--- src/psq_pkg.sv ---
package psq_pkg;

    localparam int PSQ_WORD_W = 10;
    localparam int PSQ_ADDR_W = 6;
    localparam int PSQ_PAGE_W = 5;
    localparam int PSQ_ROM_AW = 12;
    localparam int PSQ_CYC_DIV = 4;
    localparam int PSQ_CHANS = 4;
    localparam int PSQ_DISC = 16;

    localparam logic [4:0] PSQ_PAGE_RST = 5'h00;
    localparam logic [5:0] PSQ_ADDR_RST = 6'h3F;
    localparam logic       PSQ_STATUS_RST = 1'h1;
    localparam logic       PSQ_LATCH_RST = 1'h1;

    // Command bit positions inside a fetched pattern word, and the region select bit of the pattern instruction.
    localparam int PSQ_CMD_LOW_BIT = 8;
    localparam int PSQ_CMD_HIGH_BIT = 9;
    localparam int PSQ_PAT_SEL_BIT = 2;

    // Opcode prefixes, matched against the top bits of the word.
    localparam logic [1:0] PSQ_OP_JUMP = 2'h3;
    localparam logic [4:0] PSQ_OP_PAGE = 5'h16;
    localparam logic [6:0] PSQ_OP_PAT = 7'h50;
    localparam logic [7:0] PSQ_OP_TBL = 8'hA2;
    localparam logic [7:0] PSQ_OP_CHAN = 8'hA4;
    localparam logic [8:0] PSQ_OP_DISC_Y = 9'h14A;
    localparam logic [6:0] PSQ_OP_DISC_N = 7'h53;

    // Successor of every in-page address state, indexed by the state.
    localparam logic [5:0] PSQ_PC_NEXT [64] = '{
        6'h01, 6'h03, 6'h05, 6'h07, 6'h09, 6'h0B, 6'h0D, 6'h0F,
        6'h11, 6'h13, 6'h15, 6'h17, 6'h19, 6'h1B, 6'h1D, 6'h1F,
        6'h20, 6'h22, 6'h24, 6'h26, 6'h28, 6'h2A, 6'h2C, 6'h2E,
        6'h30, 6'h32, 6'h34, 6'h36, 6'h38, 6'h3A, 6'h3C, 6'h3F,
        6'h00, 6'h02, 6'h04, 6'h06, 6'h08, 6'h0A, 6'h0C, 6'h0E,
        6'h10, 6'h12, 6'h14, 6'h16, 6'h18, 6'h1A, 6'h1C, 6'h1E,
        6'h21, 6'h23, 6'h25, 6'h27, 6'h29, 6'h2B, 6'h2D, 6'h2F,
        6'h31, 6'h33, 6'h35, 6'h37, 6'h39, 6'h3B, 6'h3D, 6'h3E
    };

    typedef enum logic [0:0] {
        PSQ_PH_FETCH = 1'b0,
        PSQ_PH_PAT   = 1'b1
    } psq_phase_t;

endpackage

--- src/psq_io_if.sv ---
interface psq_io_if;
    logic       chan_we;
    logic [1:0] chan_sel;
    logic [3:0] chan_data;
    logic       pat_we;
    logic [7:0] pat_data;
    logic       disc_we;
    logic [3:0] disc_idx;
    logic       disc_val;

    modport ctl (output chan_we, chan_sel, chan_data, pat_we, pat_data,
                 output disc_we, disc_idx, disc_val);
    modport io (input chan_we, chan_sel, chan_data, pat_we, pat_data,
                input disc_we, disc_idx, disc_val);
endinterface

--- src/psq_pc_step.sv ---
module psq_pc_step (
    input  wire logic [5:0] cur,   // present in-page address
    output logic      [5:0] nxt    // successor state
);
    assign nxt = psq_pkg::PSQ_PC_NEXT[cur];
endmodule

--- src/psq_io_latch.sv ---
module psq_io_latch #(
    parameter int CHANS = psq_pkg::PSQ_CHANS,
    parameter int DISC  = psq_pkg::PSQ_DISC
) (
    input  wire logic              clk,        // core clock
    input  wire logic              resetn,     // sync reset, active low
    psq_io_if.io                   wr,         // write requests
    input  wire logic [4*CHANS-1:0] chan_in,   // nibble pin levels
    output logic      [4*CHANS-1:0] chan_out,  // nibble pin drive value
    output logic      [4*CHANS-1:0] chan_oe_n, // nibble drive enable
    output logic      [4*CHANS-1:0] chan_lvl,  // synchronised levels
    input  wire logic [DISC-1:0]    disc_in,   // discrete pin levels
    output logic      [DISC-1:0]    disc_out,  // discrete drive value
    output logic      [DISC-1:0]    disc_oe_n, // discrete drive enable
    output logic      [DISC-1:0]    disc_lvl   // synchronised levels
);
    logic [4*CHANS-1:0] chan_meta;
    logic [DISC-1:0]    disc_meta;

    if (CHANS != 4 || DISC != 16)
        $error("psq_io_latch serves four channels and 16 pins only");

    // Open drain: a latched 1 releases the pin so that it can be read.
    for (genvar c = 0; c < CHANS; c++)
    begin
        always_ff @(posedge clk)
        begin
            if (!resetn)
                chan_out[4*c +: 4] <= {4{psq_pkg::PSQ_LATCH_RST}};
            else if (wr.chan_we && wr.chan_sel == 2'(c))
                chan_out[4*c +: 4] <= wr.chan_data;
            else if (wr.pat_we && c == 2)
                chan_out[4*c +: 4] <= wr.pat_data[7:4];
            else if (wr.pat_we && c == 3)
                chan_out[4*c +: 4] <= wr.pat_data[3:0];
        end
    end

    for (genvar d = 0; d < DISC; d++)
    begin
        always_ff @(posedge clk)
        begin
            if (!resetn)
                disc_out[d] <= psq_pkg::PSQ_LATCH_RST;
            else if (wr.disc_we && wr.disc_idx == 4'(d))
                disc_out[d] <= wr.disc_val;
        end
    end

    assign chan_oe_n = chan_out;
    assign disc_oe_n = disc_out;

    always_ff @(posedge clk)
    begin
        chan_meta <= chan_in;
        chan_lvl  <= chan_meta;
        disc_meta <= disc_in;
        disc_lvl  <= disc_meta;
    end
endmodule

--- src/psq_sequencer.sv ---
module psq_sequencer #(
    parameter int CYC_DIV = psq_pkg::PSQ_CYC_DIV
) (
    input  wire logic        clk,         // core clock, 40 MHz
    input  wire logic        resetn,      // sync reset, active low
    output logic      [11:0] rom_addr,    // program memory address
    input  wire logic [9:0]  rom_data,    // word at rom_addr
    input  wire logic [3:0]  acc,         // accumulator
    input  wire logic [3:0]  breg,        // B register
    input  wire logic        carry,       // carry flag
    input  wire logic [3:0]  yreg,        // Y register
    input  wire logic        alu_flag_we, // ALU updates status
    input  wire logic        alu_flag,    // not-zero/overflow/bit test
    input  wire logic        irq_enable,  // interrupts enabled
    input  wire logic [1:0]  irq_ack,     // clear request flip-flops
    input  wire logic        ext_irq_a,   // async interrupt pin
    input  wire logic        ext_irq_b,   // async interrupt pin
    output logic             cycle_en,    // instruction cycle strobe
    output logic             status,      // status flag
    output logic             ab_load,     // load acc_pat/b_pat
    output logic      [3:0]  acc_pat,     // pattern for accumulator
    output logic      [3:0]  b_pat,       // pattern for B
    output logic      [1:0]  irq_req,     // latched requests
    output logic             irq_take,    // interrupt accepted now
    input  wire logic [15:0] nibble_channel_pins_in,   // pin levels
    output logic      [15:0] nibble_channel_pins_out,  // drive value
    output logic      [15:0] nibble_channel_pins_oe_n, // drive enable
    output logic      [15:0] nibble_channel_lvl,       // synced levels
    input  wire logic [15:0] discrete_pins_in,         // pin levels
    output logic      [15:0] discrete_pins_out,        // drive value
    output logic      [15:0] discrete_pins_oe_n,       // drive enable
    output logic      [15:0] discrete_lvl              // synced levels
);
    localparam int DIV_W = (CYC_DIV > 1) ? $clog2(CYC_DIV) : 1;
    localparam logic [DIV_W-1:0] DIV_LAST = DIV_W'(CYC_DIV - 1);

    if (CYC_DIV < 2)
        $error("CYC_DIV must be at least 2");

    psq_pkg::psq_phase_t phase;
    psq_pkg::psq_phase_t next_phase;

    logic [DIV_W-1:0] div_cnt;
    logic [4:0]       pc_page;
    logic [5:0]       pc_addr;
    logic [4:0]       pend_page;
    logic             page_pend;
    logic [4:0]       next_page;
    logic [5:0]       next_addr;
    logic [4:0]       next_pend_page;
    logic             next_pend;
    logic             next_status;
    logic [11:0]      next_rom;
    logic [5:0]       step_addr;
    logic [4:0]       base_page;
    logic [5:0]       tbl_addr;
    logic [4:0]       tbl_or;
    logic             op_jump;
    logic             op_page;
    logic             op_pat;
    logic             op_tbl;
    logic             op_chan;
    logic             op_disc_y;
    logic             op_disc_n;
    logic             in_exec;
    logic             in_pat;
    logic [1:0]       irq_meta;
    logic [1:0]       irq_sync;

    psq_io_if io_bus ();

    psq_pc_step u_step (
        .cur (pc_addr),
        .nxt (step_addr)
    );

    psq_io_latch u_io (
        .clk       (clk),
        .resetn    (resetn),
        .wr        (io_bus.io),
        .chan_in   (nibble_channel_pins_in),
        .chan_out  (nibble_channel_pins_out),
        .chan_oe_n (nibble_channel_pins_oe_n),
        .chan_lvl  (nibble_channel_lvl),
        .disc_in   (discrete_pins_in),
        .disc_out  (discrete_pins_out),
        .disc_oe_n (discrete_pins_oe_n),
        .disc_lvl  (discrete_lvl)
    );

    // The instruction cycle is a fixed fraction of the core clock.
    always_ff @(posedge clk)
    begin
        if (!resetn)
            div_cnt <= '0;
        else if (div_cnt == DIV_LAST)
            div_cnt <= '0;
        else
            div_cnt <= div_cnt + 1'b1;
    end

    assign cycle_en = (div_cnt == DIV_LAST);
    assign in_exec  = cycle_en && phase == psq_pkg::PSQ_PH_FETCH;
    assign in_pat   = cycle_en && phase == psq_pkg::PSQ_PH_PAT;

    // A ten-bit word is decoded only in the first cycle of an instruction.
    assign op_jump   = rom_data[9:8] == psq_pkg::PSQ_OP_JUMP;
    assign op_page   = rom_data[9:5] == psq_pkg::PSQ_OP_PAGE;
    assign op_pat    = rom_data[9:3] == psq_pkg::PSQ_OP_PAT;
    assign op_tbl    = rom_data[9:2] == psq_pkg::PSQ_OP_TBL;
    assign op_chan   = rom_data[9:2] == psq_pkg::PSQ_OP_CHAN;
    assign op_disc_y = rom_data[9:1] == psq_pkg::PSQ_OP_DISC_Y;
    assign op_disc_n = rom_data[9:3] == psq_pkg::PSQ_OP_DISC_N;

    assign tbl_addr  = {breg[1:0], acc};
    assign tbl_or    = {breg[3:2], carry, rom_data[1:0]};
    assign base_page = page_pend ? pend_page : pc_page;

    always_comb
    begin
        next_phase     = phase;
        next_page      = pc_page;
        next_addr      = pc_addr;
        next_pend      = page_pend;
        next_pend_page = pend_page;
        next_status    = status;
        if (cycle_en)
        begin
            next_page = base_page;
            next_addr = step_addr;
            next_pend = 1'b0;
            case (phase)
                psq_pkg::PSQ_PH_FETCH:
                begin
                    if (alu_flag_we)
                        next_status = alu_flag;
                    if (op_jump)
                    begin
                        next_status = 1'b1;
                        if (status)
                            next_addr = rom_data[5:0];
                    end
                    else if (op_page)
                    begin
                        next_status = status;
                        if (status)
                        begin
                            next_pend      = 1'b1;
                            next_pend_page = rom_data[4:0];
                        end
                    end
                    else if (op_tbl)
                    begin
                        next_status = status;
                        next_addr   = tbl_addr;
                        next_page   = base_page | tbl_or;
                    end
                    else if (op_pat)
                    begin
                        next_status = status;
                        next_addr   = pc_addr;
                        next_phase  = psq_pkg::PSQ_PH_PAT;
                    end
                end
                psq_pkg::PSQ_PH_PAT:
                    next_phase = psq_pkg::PSQ_PH_FETCH;
                default:
                    next_phase = psq_pkg::PSQ_PH_FETCH;
            endcase
        end
    end

    // Only the second cycle of a pattern fetch may leave the program
    // pages; bit 5 of the page then selects the pattern region.
    // The address is set only on the strobe and then held, because the
    // word on rom_data during the pattern cycle is a constant, not an
    // instruction, and must not feed back into its own address.
    always_comb
    begin
        if (in_exec && op_pat)
            next_rom = {rom_data[psq_pkg::PSQ_PAT_SEL_BIT],
                        pc_page | tbl_or, tbl_addr};
        else if (cycle_en)
            next_rom = {1'b0, next_page, next_addr};
        else
            next_rom = rom_addr;
    end

    always_ff @(posedge clk)
    begin
        if (!resetn)
        begin
            phase     <= psq_pkg::PSQ_PH_FETCH;
            pc_page   <= psq_pkg::PSQ_PAGE_RST;
            pc_addr   <= psq_pkg::PSQ_ADDR_RST;
            pend_page <= psq_pkg::PSQ_PAGE_RST;
            page_pend <= 1'b0;
            rom_addr  <= {1'b0, psq_pkg::PSQ_PAGE_RST, psq_pkg::PSQ_ADDR_RST};
        end
        else
        begin
            phase     <= next_phase;
            pc_page   <= next_page;
            pc_addr   <= next_addr;
            pend_page <= next_pend_page;
            page_pend <= next_pend;
            rom_addr  <= next_rom;
        end
    end

    always_ff @(posedge clk)
    begin
        if (!resetn)
            status <= psq_pkg::PSQ_STATUS_RST;
        else
            status <= next_status;
    end

    // The fetched pattern word is steered by its two command bits.
    always_ff @(posedge clk)
    begin
        if (!resetn)
        begin
            ab_load <= 1'b0;
            acc_pat <= 4'h0;
            b_pat   <= 4'h0;
        end
        else
        begin
            ab_load <= in_pat && rom_data[psq_pkg::PSQ_CMD_LOW_BIT];
            if (in_pat && rom_data[psq_pkg::PSQ_CMD_LOW_BIT])
            begin
                acc_pat <= rom_data[3:0];
                b_pat   <= rom_data[7:4];
            end
        end
    end

    assign io_bus.pat_we    = in_pat &&
                              rom_data[psq_pkg::PSQ_CMD_HIGH_BIT];
    assign io_bus.pat_data  = rom_data[7:0];
    assign io_bus.chan_we   = in_exec && op_chan;
    assign io_bus.chan_sel  = rom_data[1:0];
    assign io_bus.chan_data = acc;
    assign io_bus.disc_we   = in_exec && (op_disc_y || op_disc_n);
    assign io_bus.disc_idx  = op_disc_y ? yreg
                                        : {2'b00, rom_data[1:0]};
    assign io_bus.disc_val  = op_disc_y ? rom_data[0] : rom_data[2];

    // The pins are not related to clk, so they pass two flip-flops.
    always_ff @(posedge clk)
    begin
        irq_meta <= {ext_irq_b, ext_irq_a};
        irq_sync <= irq_meta;
    end

    // A request arriving while it is acknowledged is kept.
    always_ff @(posedge clk)
    begin
        if (!resetn)
            irq_req <= 2'b00;
        else
            irq_req <= (irq_req & ~irq_ack) | irq_sync;
    end

    assign irq_take = in_exec && irq_enable && (|irq_req);
endmodule

--- config.mk ---
export PLATFORM = sky130hd
export DESIGN_NAME = psq_sequencer
export DESIGN_NICKNAME = d
export VERILOG_FILES = /design/src/psq_pkg.sv /design/src/psq_io_if.sv /design/src/psq_pc_step.sv /design/src/psq_io_latch.sv /design/src/psq_sequencer.sv
export SDC_FILE = /design/constraint.sdc
export NUM_CORES = 1
export LEC_CHECK = 0
export BUFFER_PORTS_ARGS = -buffer_cell sky130_fd_sc_hd__buf_4
export CORE_MARGIN = 1
export CORE_UTILIZATION = 45
export CTS_CLUSTER_DIAMETER = 150
export DETAILED_ROUTE_END_ITERATION = 8
export GPL_ROUTABILITY_DRIVEN = 0
export PLACE_DENSITY = 0.72
export SLEW_MARGIN = 10
export SYNTH_ARGS = -nofsm -noshare
export SYNTH_HDL_FRONTEND = slang
export SYNTH_SLANG_ARGS = --single-unit
--- constraint.sdc ---
create_clock -name clk -period 2 [get_ports clk]
set_input_delay 0.2 -clock clk [delete_from_list [all_inputs] [get_ports clk]]
set_output_delay 0.2 -clock clk [all_outputs]
set_load 0.05 [all_outputs]
# --- Word level (Yosys, flattened, before mapping) ---
# Memory sizes are Yosys's and may differ from the RTL's.
# Index checks and enable logic that the tools add are counted.
classes:
  n_addsub: 1
  magnitude_cmp: 1
  eq_ne: 29
  mux: 37
  n_bitwise: 9
  n_reduce_logical: 40
op_table:
  columns: ["operator", "n"]
  rows:
  - ["$mux W6", 9]
  - ["$eq A4 B4 Y1 const B", 8]
  - ["$mux W5", 6]
  - ["$logic_and A1 B1 Y1", 29]
  - ["$mux W12", 2]
  - ["$mux W4", 5]
  - ["$eq A4 B3 Y1 const B", 4]
  - ["$eq A8 B8 Y1 const B", 2]
  - ["$eq A7 B7 Y1 const B", 2]
  - ["$mux W1", 14]
  - ["$or A5 B5 Y5", 2]
  - ["$eq A9 B9 Y1 const B", 1]
  - ["$eq A2 B2 Y1 const B", 4]
  - ["$eq A4 B2 Y1 const B", 2]
  - ["$reduce_bool A2 Y1", 4]
  - ["$ge A7 B7 Y1 const B", 1]
  - ["$not A6 Y7", 1]
  - ["$ne A2 B2 Y1 const B", 3]
  - ["$reduce_and A6 Y1", 1]
  - ["$eq A5 B5 Y1 const B", 1]
  - ["$reduce_and A5 Y1", 1]
  - ["$eq A4 B1 Y1 const B", 1]
  - ["$logic_not A4 Y1", 1]
  - ["$reduce_or A2 Y1", 2]
  - ["other kinds (9)", 11]
word_totals:
  reg_bits: 144
  mem_bits_ro: 384
  input_bits: 64
  output_inout_bits: 122
  wordCells: 156
  mem_count: 1
mem_list:
  columns: ["name", "words", "width", "rd", "rd_ports_with_merged_regs", "write_ports", "line", "text"]
  rows:
  - ["(no name shown)", 64, 6, 1, 0, 0, "psq_pc_step.sv:5", "assign nxt = psq_pkg::PSQ_PC_NEXT[cur];"]

# --- Depth between registers and ports, before layout ---
logic_depth:
  word_depth: 12
  mapped_depth: 7
  mapped_depth_nobuf: 5

# --- Hierarchy ---
# Synthesis repeated with hierarchy kept, for this count alone.
hier_totals:
  hier_cells: 530
  hier_area_um2: 5477.8
modules_own_cells:
  columns: ["mod", "n_inst", "cells_per_inst", "area_each_um2", "seq_area_each_um2"]
  rows:
  - ["psq_io_latch", 1, 248, 2929.1, 1921.8]
  - ["psq_sequencer", 1, 274, 2492.4, 960.9]
  - ["psq_pc_step", 1, 8, 56.3, 0.0]

# --- Least setup slack after synthesis ---
# No wires, ideal clock.
synth_timing:
  path_kind: "reg-to-reg"
  start: "register div_cnt[0]"
  end: "register u_io.disc_out[12] (netlist: u_io.disc_oe_n[12])"
  setup_time_ns: 0.072
  arrival_ns: 2.288
  t_required_ns: 1.928
  slack_ns: -0.361
  path_stages_with_launch: 6
  n_path_buf: 0
  period_less_slack_ns: 2.361
  path_cell_list: "dfxtp_1 -> ha_1 -> or3b_1 -> or4_1 -> a211oi_1 -> mux2i_1"
synth_between:
  elab_chain_cells: 4
synth_lines:
  columns: ["element", "line", "text"]
  rows:
  - ["start, declared", "psq_sequencer.sv:43", "logic [DIV_W-1:0] div_cnt;"]
  - ["start signal, assigned", "psq_sequencer.sv:99", "div_cnt <= div_cnt + 1'b1;"]
  - ["$eq A2 B2 Y1", "psq_sequencer.sv:102", "assign cycle_en = (div_cnt == DIV_LAST);"]
  - ["named net cycle_en", "psq_sequencer.sv:18", "output logic cycle_en,"]
  - ["$logic_and A1 B1 Y1", "psq_sequencer.sv:103", "assign in_exec = cycle_en && phase == psq_pkg::PSQ_PH_FETCH;"]
  - ["$logic_and A1 B1 Y1", "psq_sequencer.sv:245", "assign io_bus.disc_we = in_exec && (op_disc_y || op_disc_n);"]
  - ["$logic_and A1 B1 Y1", "psq_io_latch.sv:45", "else if (wr.disc_we && wr.disc_idx == 4'(d))"]
  - ["end signal, assigned by index", "psq_io_latch.sv:44", "disc_out[d] <= psq_pkg::PSQ_LATCH_RST;"]
  - ["end signal, assigned by index", "psq_io_latch.sv:46", "disc_out[d] <= wr.disc_val;"]
  - ["end, declared", "psq_io_latch.sv:13", "output logic [DISC-1:0] disc_out,"]
# The timed path passes the listed nets, and every way through them passes these cells.
# A chain may end at the register's enable or synchronous reset.

# --- Worst setup path after layout ---
layout_timing:
  start: "register div_cnt[0]"
  end: "register u_io.disc_out[13] (netlist: u_io.disc_oe_n[13])"
layout_between:
  elab_chain_cells: 4
layout_lines:
  columns: ["element", "line"]
  rows:
  - ["$eq A2 B2 Y1", "psq_sequencer.sv:102"]
  - ["$logic_and A1 B1 Y1", "psq_sequencer.sv:103"]
  - ["$logic_and A1 B1 Y1", "psq_sequencer.sv:245"]
  - ["$logic_and A1 B1 Y1", "psq_io_latch.sv:45"]
# Every way passes these cells.

==> summary.txt <==
Route
  – DRC viols: 0
  – Post-Route WL: 17380 um
  – Initial DRC Count: 376
  – DRT antenna net count: 0
  – Via density: 5.462
  – Vias: 5386
  – First drt pass iteration count: 5
  – Routed length per instance: 17.62 um

CTS
  – CTS Root Buffer Type: clkbuf_16
  – Postcts setup bufs: 0
  – Clock Tree Buf Depth: 2
  – Clock transition at path regs: 0.06 ns
  – TritonCTS Buffers: 17
  – Clk_lat worst skew: 0.42 ns
  – CTS tree: done
  – CTS H-tree depth: 4
  – CTS sink cnt: 144

Synthesis
  – Ys flop type: dfxtp_1
  – Sequential fraction of the synthesis area: 51.12%
  – Synth area leaders: dfxtp_1 (51%), buf_4 (4.3%), a21oi_1 (4.0%)
  – Post-synth EDFFs: 0
  – Post-Syn Area: 0.005639 mm^2
  – Mean Syn Cell Area: 9.367 um^2
  – Synth Warn #: 0
  – Post-synth top cells: dfxtp_1 (144), nor2_1 (50), a21oi_1 (45), nand2_1 (43), clkbuf_1 (34)
  – Synth top area share: 51.12%
  – Syn nets: 667
  – Syn Inst Count: 602
  – Count leader, synth: dfxtp_1
  – Area leader, netlist: dfxtp_1
  – Ys async rst share: 0%
  – FF+latch count, synth: 144
  – Library cells used by synthesis: 57

Final layout
  – Area growth syn-to-layout: 44.00%
  – Share of layout cells above drive strength 1: 34.84%
  – Fin nets: 871
  – N_diodes: 0

Place
  – Port Buffers: 185
  – Dpl ws: -0.006488 ns
  – HPWL after DPL: 11520 um

Critical path
  – Worst Setup SP: div_cnt[0]
  – Crit start category: flop
  – WP data required: 2.35 ns
  – R2r startpoint: div_cnt[0]
  – Critical Path Sink Type: flop
  – CP Max Fanout: 4
  – Worst Setup Path Type: flop to flop
  – Critical Path AT: 2.31 ns

Timing
  – Fmax: 508.9 MHz
  – Rel. slew slack: 51.66%
  – Final worst slack: 0.03483 ns
  – Worst-margin pin slew: 0.7175 ns
  – Final hold slack: 0.07092 ns
  – RSZ-0062 raised after global routing: yes
  – Final Cycle Share: 98.26%
  – Hold Fails Final Rpt: 0
  – Max Slew Vio Count: 0
  – Clock skew: 0.009582 ns
  – Setup violators final: 0
  – Crit path time final: 1.965 ns

Pwr
  – Switching power: 1815 uW
  – Comb pwr share: 11.6%
  – Part of the power in the clock network: 45.1%
  – Max VDD drop: 0.9363 mV
  – LEAKAGE: 0.003370 uW
  – Power Density: 864.3 mW/mm^2
  – Switching share of power: 25.85%
  – Sequential share of power: 43.3%
  – Int Pwr: 5204 uW

Floorplan
  – Chip width: 113.9 um
  – Io pins: 186
  – Full die area: 0.01298 mm^2
  – FP Rows: 40
  – Overall die height: 113.9 um
  – Core area: 0.01211 mm^2
  – Initial Util: 46.56%

GRT
  – All-layer global routing usage: 27.15%
  – Vias in the first global route: 5413
  – Total gr overflow: 0
  – First-pass GRT wire length: 27290 um
  – Initial antenna violation count: 0
  – Largest net degree at the start of global routing: 31

Worst hold path
  – Hold_sp: carry
  – Worst Hold Class: input pin to flop

Job
  – Max-cap violation count: 0

Status
  – Outcome: finished, final reports clean
==> cell families (layout without fill, tap and decap cells) <==
kind of cell               Yosys count  after routing  synth area share (%)
muxes                               21             21                 3.728
buffers and inverters               93            309                 8.520
AOI/OAI and AO/OA                  159            159                 18.64
DFF                                144            144                 51.12
adders and majority gates            1              1                0.2218
and+or+nand+nor                    184            184                 17.77
==> per-stage QoR <==
stage	instance area, um^2	std cells	total power (uW)	util [%]	setup TNS (ns)
after floorplan	5675	602	3517	-	-0.1037
after global placement	7169	921	3823	59.19	0
after detailed placement	7169	921	3843	59.19	-0.006488
after CTS	8098	986	7011	66.86	0
after global routing	8120	986	7242	67.05	0
final	8120	986	7019	67.05	0
==> path summary, 6_finish.rpt <==
kind | to | slack, ns | depth (start not counted)
worst min-delay path | pc_page[2] | 0.07 | 3
worst max register to register | u_io.disc_oe_n[13] | 0.03 | 5
worst min register to register | u_io.disc_lvl[1] | 0.33 | 0
worst max-delay path | u_io.disc_oe_n[13] | 0.03 | 5
==> worst max-delay path: stages, from the launching register on <==
cell      delay [ns]
dfxtp_1         0.37
ha_4            0.14
or3b_1          0.40
or4_4           0.58
a211oi_2        0.20
mux2i_1         0.21
==> layer usage <==
layer / wire length (um) / share of wire, % / up-vias / global-route usage [%]
met2: 8620 / 50 / 286 / 45.41
met1: 6800 / 39 / 2534 / 32.07
met4: 377 / 2.2 / 0 / 12.38
met3: 1579 / 9.1 / 34 / 8.130
li1: - / - / 2532 / -
met5: 0 / 0 / - / 0
==> cell usage in the layout, fill, tap and decap left out, types with 5 or more instances in the layout <==
cell type,instances
nand2_1,43
o21ai_1,15
dfxtp_1,144
and2_1,6
o41ai_1,5
nand3b_1,6
nor3_1,5
a21oi_1,45
clkbuf_16,17
o21ai_0,24
dlygate4sd3_1,34
o221ai_1,5
nor4_1,6
a311oi_1,5
a221oi_1,5
nand2b_1,11
nor2_1,50
a32oi_1,10
buf_4,226
a21bo_2,5
o21bai_1,5
mux2i_1,21
nand4_1,5
a31oi_1,9
nand3_1,15
inv_1,18
==> final cells by class <==
cell class / count / area, um^2
clock buffer: 20 / 456.7
tap: 168 / 210.2
fill: 941 / 3991
timing repair buffer: 260 / 2037
multi-input combinational: 365 / 2335
clock inverter: 11 / 131.4
sequential: 144 / 2883
inverter: 18 / 67.56
==> power groups by stage <==
stage	combinational (uW)	sequential (uW)	clock, uW
global route	858	3050	3330
finish	815	3040	3160
global placement	730	3090	0
floorplan	243	3270	0
detailed placement	745	3100	0
CTS	802	3040	3170
==> flip-flops by register name, indices dropped and copies added (netlist names), 2 cells and up <==
register        count
acc_pat             4
b_pat               4
div_cnt             2
irq_meta            2
irq_req             2
irq_sync            2
pc_addr             6
pc_page             5
pend_page           5
rom_addr           12
u_io.chan_lvl      16
u_io.chan_meta     16
u_io.chan_oe_n     16
u_io.disc_lvl      16
u_io.disc_meta     16
u_io.disc_oe_n     16
==> what timing repair did <==
item                       CTS  global route
pin swaps                    1             3
gates resized for setup      0             5
hold endpoints to repair    34             0
gates cloned                 0             0
hold buffers                34             0
setup endpoints to repair    1            16
No activity file was read; power rests on OpenSTA's default activity.
